## config.mk

```make
export PLATFORM = sky130hd
export DESIGN_NAME = io_and_move_instr_exec
export DESIGN_NICKNAME = d
export VERILOG_FILES = /design/src/io_move_pkg.sv /design/src/ram_if.sv /design/src/data_ram.sv /design/src/buzzer_gen.sv /design/src/io_and_move_instr_exec.sv
export VERILOG_INCLUDE_DIRS = /design/src
export SDC_FILE = /design/constraint.sdc
export NUM_CORES = 1
export LEC_CHECK = 0
export BUFFER_PORTS_ARGS = -buffer_cell sky130_fd_sc_hd__buf_2
export CORE_MARGIN = 2
export CORE_UTILIZATION = 40
export CTS_CLUSTER_SIZE = 40
export DETAILED_ROUTE_END_ITERATION = 8
export GPL_TIMING_DRIVEN = 1
export HOLD_SLACK_MARGIN = 0.03
export PLACE_DENSITY = 0.53
export SYNTH_ARGS = -nofsm -noshare
export SYNTH_HDL_FRONTEND = slang
export SYNTH_HIERARCHICAL = 1
export SYNTH_SLANG_ARGS = --single-unit
```

## constraint.sdc

```tcl
create_clock -name clock_i -period 9 [get_ports clock_i]
set_clock_uncertainty 0.05 [all_clocks]
set_input_delay 1.8 -clock clock_i [delete_from_list [all_inputs] [get_ports clock_i]]
set_output_delay 1.8 -clock clock_i [all_outputs]
set_load 0.02 [all_outputs]
```

## src/io_move_defines.svh

```systemverilog
`ifndef IO_MOVE_DEFINES_SVH
`define IO_MOVE_DEFINES_SVH

// ==========================================================
// Memory map
`define WREG_BASE        7'h70
`define MEM_DEPTH        128

// ==========================================================
// Port C setup operand fields
`define PC_PULL_BIT      4
`define PC_DIR_MSB       3
`define PC_DIR_LSB       0

// ==========================================================
// Buzzer operand fields and tone codes
`define BZ_TONE_MSB      8
`define BZ_TONE_LSB      6
`define BZ_ENV_MSB       5
`define BZ_ENV_LSB       0
`define TONE_GEN         3'h7
`define TONE_HIGH        3'h4
`define TONE_4K          3'h3
`define TONE_2K          3'h2
`define TONE_1K          3'h1
`define TONE_LOW         3'h0
`define PHI_4K           3
`define PHI_2K           4
`define PHI_1K           5
`define PHI_ENV_FIRST    10

// ==========================================================
// Resistance-to-frequency control fields
`define RF_REF_BIT       0
`define RF_SENS_BIT      1
`define RF_CNT_BIT       3
`define RF_TMR2_BIT      4
`define RF_EXT_BIT       5

// ==========================================================
// Reset values
`define RST_NIBBLE       4'h0
`define RST_OPERAND      9'h000
`define RST_TONE         3'h0
`define RST_ENV          6'h00
`define RST_PULL_EN      1'b0

// ==========================================================
// Timing
`define CLK_HZ           125000000
`define BASE_HZ          32768
`define BASE_HALF_CYC    (`CLK_HZ / (2 * `BASE_HZ))
`define DIV_W            11
`define PHASE_W          16

`endif

```

## src/io_move_pkg.sv

```systemverilog
package io_move_pkg;

  // ========================================================
  // Types
  typedef logic [3:0] nibble_t;
  typedef logic [6:0] mem_addr_t;

  typedef enum logic [4:0] {
    OP_NOP                 = 5'h00,
    OP_PORT_B_WRITE        = 5'h01,
    OP_PORT_B_READ         = 5'h02,
    OP_PORT_C_SETUP        = 5'h03,
    OP_PORT_C_WRITE        = 5'h04,
    OP_PORT_C_READ         = 5'h05,
    OP_BUZZER_SET_INSTR    = 5'h06,
    OP_RES_TONE_GENERATOR_OUTPUT_CTRL_INSTR = 5'h07,
    OP_MEM_TO_WORKREG_MOVE = 5'h08,
    OP_MEM_TO_INDEXED_MOVE = 5'h09,
    OP_WORKREG_TO_MEM_MOVE = 5'h0A,
    OP_INDEXED_TO_MEM_MOVE = 5'h0B,
    OP_SHIFT_RIGHT_ZERO    = 5'h0C,
    OP_SHIFT_RIGHT_ONE     = 5'h0D,
    OP_SHIFT_LEFT_ZERO     = 5'h0E,
    OP_SHIFT_LEFT_ONE      = 5'h0F,
    OP_BIT3_TO_CARRY       = 5'h10,
    OP_FLAGS_TO_MEM        = 5'h11
  } instr_op_e;

  typedef enum logic [0:0] {
    ST_IDLE = 1'b0,
    ST_EXEC = 1'b1
  } exec_state_e;

endpackage : io_move_pkg

```

## src/ram_if.sv

```systemverilog
`timescale 1ns/1ps

interface ram_if;
  import io_move_pkg::*;
  mem_addr_t rd_addr;
  nibble_t   rd_data;
  logic      we;
  mem_addr_t wr_addr;
  nibble_t   wr_data;

  modport exec (output rd_addr, input rd_data,
                output we, output wr_addr, output wr_data);
  modport mem  (input rd_addr, output rd_data,
                input we, input wr_addr, input wr_data);
endinterface : ram_if

```

## src/data_ram.sv

```systemverilog
`timescale 1ns/1ps
`include "io_move_defines.svh"

module data_ram
  import io_move_pkg::*;
(
  input  wire logic clock_i,
  input  wire logic ce_i,
  ram_if.mem        ram
);

  // ========================================================
  // Storage, no reset: contents start unknown
  nibble_t mem_array [`MEM_DEPTH];

  always_ff @(posedge clock_i) begin
    if (ce_i && ram.we) begin
      mem_array[ram.wr_addr] <= ram.wr_data;
    end
  end

  assign ram.rd_data = mem_array[ram.rd_addr];

endmodule : data_ram

```

## src/buzzer_gen.sv

```systemverilog
`timescale 1ns/1ps
`include "io_move_defines.svh"

module buzzer_gen
  import io_move_pkg::*;
(
  input  wire logic       clock_i,
  input  wire logic       rst_n_i,
  input  wire logic       ce_i,
  input  wire logic [2:0] tone_sel_i,
  input  wire logic [5:0] env_en_i,
  input  wire logic       tone_generator_output_i,
  output logic            buzzer_out_o,
  output logic            buzzer_out_inverted_o
);
  localparam logic [`DIV_W-1:0] HALF_LAST =
    `DIV_W'(`BASE_HALF_CYC - 1);

  logic [`DIV_W-1:0]   div_reg;
  logic [`DIV_W-1:0]   div_next;
  logic [`PHASE_W-1:0] phase_reg;
  logic [`PHASE_W-1:0] phase_next;
  logic                bz_reg;
  logic                bz_next;
  logic [5:0]          env_term;
  logic                tone;
  logic                env;

  // ========================================================
  // Envelope taps
  genvar gi;
  generate
    for (gi = 0; gi < 6; gi++) begin : g_env
      assign env_term[gi] = env_en_i[gi] &
                            phase_reg[`PHI_ENV_FIRST + gi];
    end
  endgenerate

  // ========================================================
  // Divider and output
  always_comb begin
    div_next   = div_reg;
    phase_next = phase_reg;
    if (div_reg == HALF_LAST) begin
      div_next   = '0;
      phase_next = phase_reg + `PHASE_W'(1);
    end else begin
      div_next   = div_reg + `DIV_W'(1);
    end
    unique case (tone_sel_i)
      `TONE_GEN:  tone = tone_generator_output_i;
      `TONE_HIGH: tone = 1'b1;
      `TONE_4K:   tone = phase_reg[`PHI_4K];
      `TONE_2K:   tone = phase_reg[`PHI_2K];
      `TONE_1K:   tone = phase_reg[`PHI_1K];
      default:    tone = 1'b0;
    endcase
    env     = (env_en_i == 6'h00) ? 1'b1 : (|env_term);
    bz_next = tone & env;
  end

  always_ff @(posedge clock_i or negedge rst_n_i) begin
    if (!rst_n_i) begin
      div_reg   <= '0;
      phase_reg <= '0;
      bz_reg    <= 1'b0;
      buzzer_out_inverted_o <= 1'b1;
    end else if (ce_i) begin
      div_reg   <= div_next;
      phase_reg <= phase_next;
      bz_reg    <= bz_next;
      buzzer_out_inverted_o <= ~bz_next;
    end
  end

  assign buzzer_out_o          = bz_reg;

endmodule : buzzer_gen

```

## src/io_and_move_instr_exec.sv

```systemverilog
`timescale 1ns/1ps
`include "io_move_defines.svh"

// What this block does
// - Port write copies memory nibble to latch
// - Port read stores pins to sum, memory
// - Setup bit4 swaps pull-low and hold devices
// - Setup bits3..0 set pins 4..1 direction
// - Pull-low acts only on input pins
// - Buzzer bits8..6 select tone source
// - Buzzer bits5..0 enable envelopes, combined
// - Frequencies divided from 32768Hz base
// - Bits0,1 enable reference, sensor networks
// - Bit3 enables the 16-bit counter
// - Bit4 gives counter gating to timer2
// - Bit5 gates counter from external pin
// - Memory nibble to sum and working register
// - Memory nibble to sum and indexed location
// - Working register to sum and memory
// - Indexed location to sum and memory
// - Right shift inserts 0/1 at bit3
// - Left shift inserts 0/1 at bit0
// - Bit3 of memory into carry only
// - Carry, zero flags into sum and memory
// - Working register index maps to 70H+index

module io_and_move_instr_exec
  import io_move_pkg::*;
(
  input  wire logic       clock_i,
  input  wire logic       rst_n_i,
  input  wire logic       ce_i,
  input  wire logic       instr_valid_i,
  input  instr_op_e       instr_op_i,
  input  wire logic [6:0] rx_addr_i,
  input  wire logic [3:0] working_register_index_i,
  input  wire logic [6:0] indexed_pointer_i,
  input  wire logic [8:0] operand_i,
  input  wire logic [3:0] port_b_pins_i,
  input  wire logic [3:0] port_c_pins_i,
  input  wire logic       tone_generator_output_i,
  output logic            busy_o,
  output logic            done_o,
  output logic [3:0]      working_sum_register_o,
  output logic            carry_flag_o,
  output logic [3:0]      port_b_out_o,
  output logic [3:0]      port_c_out_o,
  output logic [3:0]      port_c_oe_o,
  output logic [3:0]      port_c_pull_low_o,
  output logic [3:0]      port_c_low_hold_o,
  output logic            buzzer_out_o,
  output logic            buzzer_out_inverted_o,
  output logic            ref_resistor_pin_en_o,
  output logic            sensor_resistor_pin_en_o,
  output logic            rfc_counter_en_o,
  output logic            rfc_timer2_gate_o,
  output logic            rfc_external_count_gate_o
);

  // ========================================================
  // State
  exec_state_e state_reg;
  exec_state_e state_next;
  instr_op_e   op_reg;
  instr_op_e   op_next;
  logic [8:0]  opnd_reg;
  logic [8:0]  opnd_next;
  mem_addr_t   src_reg;
  mem_addr_t   src_next;
  mem_addr_t   dst_reg;
  mem_addr_t   dst_next;
  nibble_t     acc_reg;
  nibble_t     acc_next;
  logic        carry_reg;
  logic        carry_next;
  logic        done_reg;
  logic        done_next;
  logic        busy_reg;
  logic        busy_next;
  nibble_t     pb_reg;
  nibble_t     pb_next;
  nibble_t     pc_out_reg;
  nibble_t     pc_out_next;
  nibble_t     pc_dir_reg;
  nibble_t     pc_dir_next;
  logic        pull_en_reg;
  logic        pull_en_next;
  nibble_t     pull_eff_reg;
  nibble_t     pull_eff_next;
  nibble_t     hold_eff_reg;
  nibble_t     hold_eff_next;
  logic [2:0]  tone_reg;
  logic [2:0]  tone_next;
  logic [5:0]  env_reg;
  logic [5:0]  env_next;
  logic [4:0]  rf_reg;
  logic [4:0]  rf_next;
  mem_addr_t   wreg_addr;
  nibble_t     rd_val;
  nibble_t     wr_val;
  logic        wr_en;
  logic        zero_flag;

  ram_if ram ();

  // ========================================================
  // Address forming
  // index plus 70H
  assign wreg_addr = 7'(`WREG_BASE + {3'h0, working_register_index_i});
  assign rd_val    = ram.rd_data;
  assign zero_flag = (acc_reg == 4'h0);

  // ========================================================
  // Sequencer and execution
  always_comb begin
    state_next    = state_reg;
    op_next       = op_reg;
    opnd_next     = opnd_reg;
    src_next      = src_reg;
    dst_next      = dst_reg;
    acc_next      = acc_reg;
    carry_next    = carry_reg;
    pb_next       = pb_reg;
    pc_out_next   = pc_out_reg;
    pc_dir_next   = pc_dir_reg;
    pull_en_next  = pull_en_reg;
    tone_next     = tone_reg;
    env_next      = env_reg;
    rf_next       = rf_reg;
    done_next     = 1'b0;
    wr_en         = 1'b0;
    wr_val        = 4'h0;
    unique case (state_reg)
      ST_IDLE: begin
        if (instr_valid_i) begin
          op_next    = instr_op_i;
          opnd_next  = operand_i;
          src_next   = rx_addr_i;
          dst_next   = rx_addr_i;
          state_next = ST_EXEC;
          unique case (instr_op_i)
            OP_MEM_TO_WORKREG_MOVE: dst_next = wreg_addr;
            OP_MEM_TO_INDEXED_MOVE: dst_next = indexed_pointer_i;
            OP_WORKREG_TO_MEM_MOVE: src_next = wreg_addr;
            OP_INDEXED_TO_MEM_MOVE: src_next = indexed_pointer_i;
            default: begin
            end
          endcase
        end
      end
      ST_EXEC: begin
        state_next = ST_IDLE;
        done_next  = 1'b1;
        unique case (op_reg)
          OP_PORT_B_WRITE: pb_next     = rd_val;
          OP_PORT_C_WRITE: pc_out_next = rd_val;
          OP_PORT_B_READ: begin
            wr_en    = 1'b1;
            wr_val   = port_b_pins_i;
            acc_next = port_b_pins_i;
          end
          OP_PORT_C_READ: begin
            wr_en    = 1'b1;
            wr_val   = port_c_pins_i;
            acc_next = port_c_pins_i;
          end
          OP_PORT_C_SETUP: begin
            pull_en_next = opnd_reg[`PC_PULL_BIT];
            pc_dir_next  = opnd_reg[`PC_DIR_MSB:`PC_DIR_LSB];
          end
          OP_BUZZER_SET_INSTR: begin
            tone_next = opnd_reg[`BZ_TONE_MSB:`BZ_TONE_LSB];
            env_next  = opnd_reg[`BZ_ENV_MSB:`BZ_ENV_LSB];
          end
          OP_RES_TONE_GENERATOR_OUTPUT_CTRL_INSTR: begin
            rf_next[0] = opnd_reg[`RF_REF_BIT];
            rf_next[1] = opnd_reg[`RF_SENS_BIT];
            rf_next[2] = opnd_reg[`RF_CNT_BIT];
            rf_next[3] = opnd_reg[`RF_TMR2_BIT];
            rf_next[4] = opnd_reg[`RF_EXT_BIT];
          end
          OP_MEM_TO_WORKREG_MOVE,
          OP_MEM_TO_INDEXED_MOVE,
          OP_WORKREG_TO_MEM_MOVE,
          OP_INDEXED_TO_MEM_MOVE: begin
            wr_en    = 1'b1;
            wr_val   = rd_val;
            acc_next = rd_val;
          end
          OP_SHIFT_RIGHT_ZERO,
          OP_SHIFT_RIGHT_ONE: begin
            wr_en    = 1'b1;
            wr_val   = {op_reg == OP_SHIFT_RIGHT_ONE, rd_val[3:1]};
            acc_next = wr_val;
          end
          OP_SHIFT_LEFT_ZERO,
          OP_SHIFT_LEFT_ONE: begin
            wr_en    = 1'b1;
            wr_val   = {rd_val[2:0], op_reg == OP_SHIFT_LEFT_ONE};
            acc_next = wr_val;
          end
          OP_BIT3_TO_CARRY: carry_next = rd_val[3];
          OP_FLAGS_TO_MEM: begin
            wr_en    = 1'b1;
            wr_val   = {carry_reg, zero_flag, 2'b00};
            acc_next = wr_val;
          end
          default: begin
          end
        endcase
      end
    endcase
    busy_next     = (state_next == ST_EXEC);
    pull_eff_next = pull_en_next ? ~pc_dir_next : 4'h0;
    // Hold devices gated the same way, never fight a driver
    hold_eff_next = pull_en_next ? 4'h0 : ~pc_dir_next;
  end

  always_comb begin
    ram.rd_addr = src_reg;
    ram.we      = wr_en;
    ram.wr_addr = dst_reg;
    ram.wr_data = wr_val;
  end

  always_ff @(posedge clock_i or negedge rst_n_i) begin
    if (!rst_n_i) begin
      state_reg    <= ST_IDLE;
      op_reg       <= OP_NOP;
      opnd_reg     <= `RST_OPERAND;
      src_reg      <= '0;
      dst_reg      <= '0;
      acc_reg      <= `RST_NIBBLE;
      carry_reg    <= 1'b0;
      done_reg     <= 1'b0;
      busy_reg     <= 1'b0;
      pb_reg       <= `RST_NIBBLE;
      pc_out_reg   <= `RST_NIBBLE;
      pc_dir_reg   <= `RST_NIBBLE;
      pull_en_reg  <= `RST_PULL_EN;
      pull_eff_reg <= `RST_NIBBLE;
      hold_eff_reg <= 4'hF;
      tone_reg     <= `RST_TONE;
      env_reg      <= `RST_ENV;
      rf_reg       <= '0;
    end else if (ce_i) begin
      state_reg    <= state_next;
      op_reg       <= op_next;
      opnd_reg     <= opnd_next;
      src_reg      <= src_next;
      dst_reg      <= dst_next;
      acc_reg      <= acc_next;
      carry_reg    <= carry_next;
      done_reg     <= done_next;
      busy_reg     <= busy_next;
      pb_reg       <= pb_next;
      pc_out_reg   <= pc_out_next;
      pc_dir_reg   <= pc_dir_next;
      pull_en_reg  <= pull_en_next;
      pull_eff_reg <= pull_eff_next;
      hold_eff_reg <= hold_eff_next;
      tone_reg     <= tone_next;
      env_reg      <= env_next;
      rf_reg       <= rf_next;
    end
  end

  // ========================================================
  // Sub-blocks
  data_ram u_data_ram (
    .clock_i (clock_i),
    .ce_i    (ce_i),
    .ram     (ram.mem)
  );

  buzzer_gen u_buzzer_gen (
    .clock_i                 (clock_i),
    .rst_n_i                 (rst_n_i),
    .ce_i                    (ce_i),
    .tone_sel_i              (tone_reg),
    .env_en_i                (env_reg),
    .tone_generator_output_i (tone_generator_output_i),
    .buzzer_out_o            (buzzer_out_o),
    .buzzer_out_inverted_o   (buzzer_out_inverted_o)
  );

  // ========================================================
  // Outputs
  assign busy_o                    = busy_reg;
  assign done_o                    = done_reg;
  assign working_sum_register_o    = acc_reg;
  assign carry_flag_o              = carry_reg;
  assign port_b_out_o              = pb_reg;
  assign port_c_out_o              = pc_out_reg;
  assign port_c_oe_o               = pc_dir_reg;
  assign port_c_pull_low_o         = pull_eff_reg;
  assign port_c_low_hold_o         = hold_eff_reg;
  // Gate bits passed as written; both set is not resolved here
  assign ref_resistor_pin_en_o     = rf_reg[0];
  assign sensor_resistor_pin_en_o  = rf_reg[1];
  assign rfc_counter_en_o          = rf_reg[2];
  assign rfc_timer2_gate_o         = rf_reg[3];
  assign rfc_external_count_gate_o = rf_reg[4];

endmodule : io_and_move_instr_exec

```

==> flow_summary_export.csv <==
group,metric,value,unit
yosys,synth_ff_type,"edfxtp_1",
layout,fin_nets,1489,
yosys,async_flop_share,0.162,
detailed_routing,ant_nets,0,
layout,final_area,28300,sq um
setup_path,critical_path_peak_fanout,92,
clocking,post-cts-setup-buffer-count,0,
yosys,synth_edf_count,512,
yosys,synthDistinctLibCells,61,
sta,timing.hold.ws,0.423,ns
die,io_pins,79,
worst_hold_path,worstHoldStart,"u_buzzer_gen/phase_reg[9]",
setup_path,worstPathRequired,9.20,ns
setup_path,timing.rr.start,"ram.rd_addr[0]",
die,fp.dieH,254,microns
job,cap_violations,0,
layout,final_core_util,0.459,
sta,finalSetupTns,0,ns
setup_path,crit_top_cell,"mux4_2",
clocking,ctsHoldBuffers,0,
yosys,syn_area,24900,sq um
clocking,cts_sinks,611,
global_routing,grt_overflow,0,
die,start_util,0.404,
worst_hold_path,hold_end,"u_buzzer_gen/phase_reg[9]",
placement,gp_congestion,0.804,
clocking,cts_tree,"built",
layout,layout_commonest_cell,"edfxtp_1",
clocking,numCtsBuffers,61,
placement,dp_hpwl,36800,microns
detailed_routing,wl,58500,microns
sta,finalMaxSlewViolations,0,
detailed_routing,drc_errors,0,
setup_path,critPathMaxStageDelay,1.03,ns
global_routing,antenna_found_initial,1,
die,die_w,254,microns
power,p_per_area,244,nW/um^2
sta,relSlewSlack,0.185,
clocking,post_cts_resized,0,
yosys,yosysSeqAreaShare,0.716,
setup_path,startpoint,"ram.rd_addr[0]",
sta,setup_violations,0,
power,ir_worst_vdd,0.173,mV
global_routing,grt_pass1_vias,13077,
setup_path,start_kind,"register",
yosys,ys_warn_count,6,
clocking,h-tree-depth,2,
yosys,synthCells,1345,
sta,rsz0062_at_grt,"no",
placement,io_buffers,78,
clocking,clk_pin_slew_worst_paths,0.07,ns
detailed_routing,drt_first_iter_violations,957,
outcome,status,"finished clean",
die,die_area,64400,sq um
global_routing,grt_start_max_net_pins,130,
yosys,syn_avg_cell_area,18.5,sq um
setup_path,ff2ff_path_depth,9,
sta,max_freq,172,MHz
layout,layout_common_cells,"edfxtp_1, mux4_2, nor2_1, dfrtp_1, buf_2",
placement,placed_area,26300,sq um
die,core-area,61700,sq um
detailed_routing,viasPerCell,5.52,
global_routing,grt_pass1_wl,87300,microns
detailed_routing,dr_total_vias,12858,
sta,period_needed,5.82,ns
yosys,ys_seq_elements,611,
die,rows,91,
sta,hold_viol_final,0,
clocking,clock_path_buffers,3,
detailed_routing,wl_per_cell,25.1,microns
setup_path,cp-end-kind,"register",
global_routing,grt_usage,0.185,
power,power.total,6.92,mW
clocking,cts_root_buffer,"clkbuf_16",
clocking,clk_latency,0.64,ns
setup_path,rrSetupSlack,3.18,ns
worst_hold_path,hp-class,"reg -> reg",
setup_path,arrival,6.03,ns
layout,diodes,0,
setup_path,path_cells,"buf_4, mux4_2, mux4_2, mux4_2, mux2_2, nand2b_1, a21oi_1, o41a_2, buf_4",
layout,syn_to_final_growth,13.5,%
setup_path,cp_slowest_cell,"dfrtp_4",
yosys,syn_nets,1393,
sta,period_share,0.647,
worst_hold_path,whs_path_depth,1,
layout,largest_reg_flops,512,
setup_path,crit_type,"reg -> reg",
setup_path,r2r_end,"u_data_ram/mem_array[34][2]",
layout,layout-drive-gt1-share,0.290,
detailed_routing,dr.pass1.iters,5,
power,leakagePower,9.09,nW
sta,tightest_slew,1.21,ns
[power breakdown]
group          switching, mW  internal [mW]  total [mW]  leakage (nW)
combinational          0.568          0.489        1.06          2.42
clock                   1.08           1.44        2.52         0.951
sequential             0.151           3.19        3.34          5.72
[area by class of cell]
class | count | area (sq um)
fill | 5299 | 33400
sequential | 611 | 17900
multi-input combinational | 656 | 6800
clock buffer | 74 | 1610
tap | 837 | 1050
timing repair buffer | 100 | 571
clock inverter | 40 | 379
inverter | 11 | 41.3
[Yosys cell counts (all sizes together), types with 2 or more instances]
cell type    n  area share
inv         11      0.0017
a211oi       5      0.0015
o41ai        2     0.00070
or3b         4      0.0014
a211o        2     0.00070
mux2        50       0.023
edfxtp     512        0.62
ha           3      0.0015
a32o         3      0.0012
nor3b        2      0.0010
nor4         9      0.0035
nand2b       7      0.0018
buf         24      0.0052
a22oi        6      0.0018
a21oi       10      0.0020
and2         3     0.00075
and3         6      0.0015
o21ai       40      0.0080
dfrtp       94       0.094
a41oi        2     0.00070
nand3       26      0.0052
dfstp        5      0.0053
nand2       65      0.0098
clkbuf      43      0.0065
mux2i        7      0.0028
xor2        12      0.0042
or3          5      0.0013
xnor2       10      0.0035
mux4       168        0.15
and4bb       2      0.0010
nand4b       4      0.0017
a221oi       2     0.00070
nor2b       11      0.0028
nor2       152       0.023
nor3         8      0.0020
nand3b       6      0.0018
nand4        8      0.0020
[per-layer routing]
layer  global-route usage  routed length [microns]  vias up
met5                    0                        0        -
met4               0.0417                      958        0
met3               0.0337                     3880       72
met2                0.287                    27200      421
met1                0.275                    26400     6802
li1                     -                        -     5563
[stage by stage]
stage | std cells | setup slack (ns)
6_report | 2329 | 3.18
5_1_grt | 2329 | 2.77
4_1_cts | 2329 | 3.05
3_5_place_dp | 2215 | 3.07
3_3_place_gp | 2215 | 3.11
2_1_floorplan | 1345 | 2.21
[worst max path at each step]
stage	slack (ns)	to	cells past startpoint
detailed placement	3.07	u_data_ram/mem_array[34][2]	9
CTS	3.05	u_data_ram/mem_array[63][2]	9
finish	3.18	u_data_ram/mem_array[34][2]	9
global route	2.77	u_data_ram/mem_array[63][2]	9
floorplan	2.21	u_data_ram/mem_array[0][3]	9
global placement	3.11	u_data_ram/mem_array[32][2]	9
[logic make-up (layout without fill, tap and decap cells)]
logic type	count (synthesis)	after routing	synth area share
AO/OA/AOI/OAI	81	81	0.0207
XOR/XNOR	22	22	0.00772
adder cells (fa/ha/maj)	3	3	0.00151
buffers and inverters	78	225	0.0133
flip-flops	611	611	0.716
multiplexers	225	225	0.177
AND/OR/NAND/NOR	325	325	0.0638
[critical path, delay by kind of cell (launching register included)]
kind            cells  cell delay (ns)
mux                 4             2.00
simple gates        1             0.09
compound gates      2             0.86
buf+inv             2             1.24
flops               1             1.03
Power figures use the tool's default switching activity.
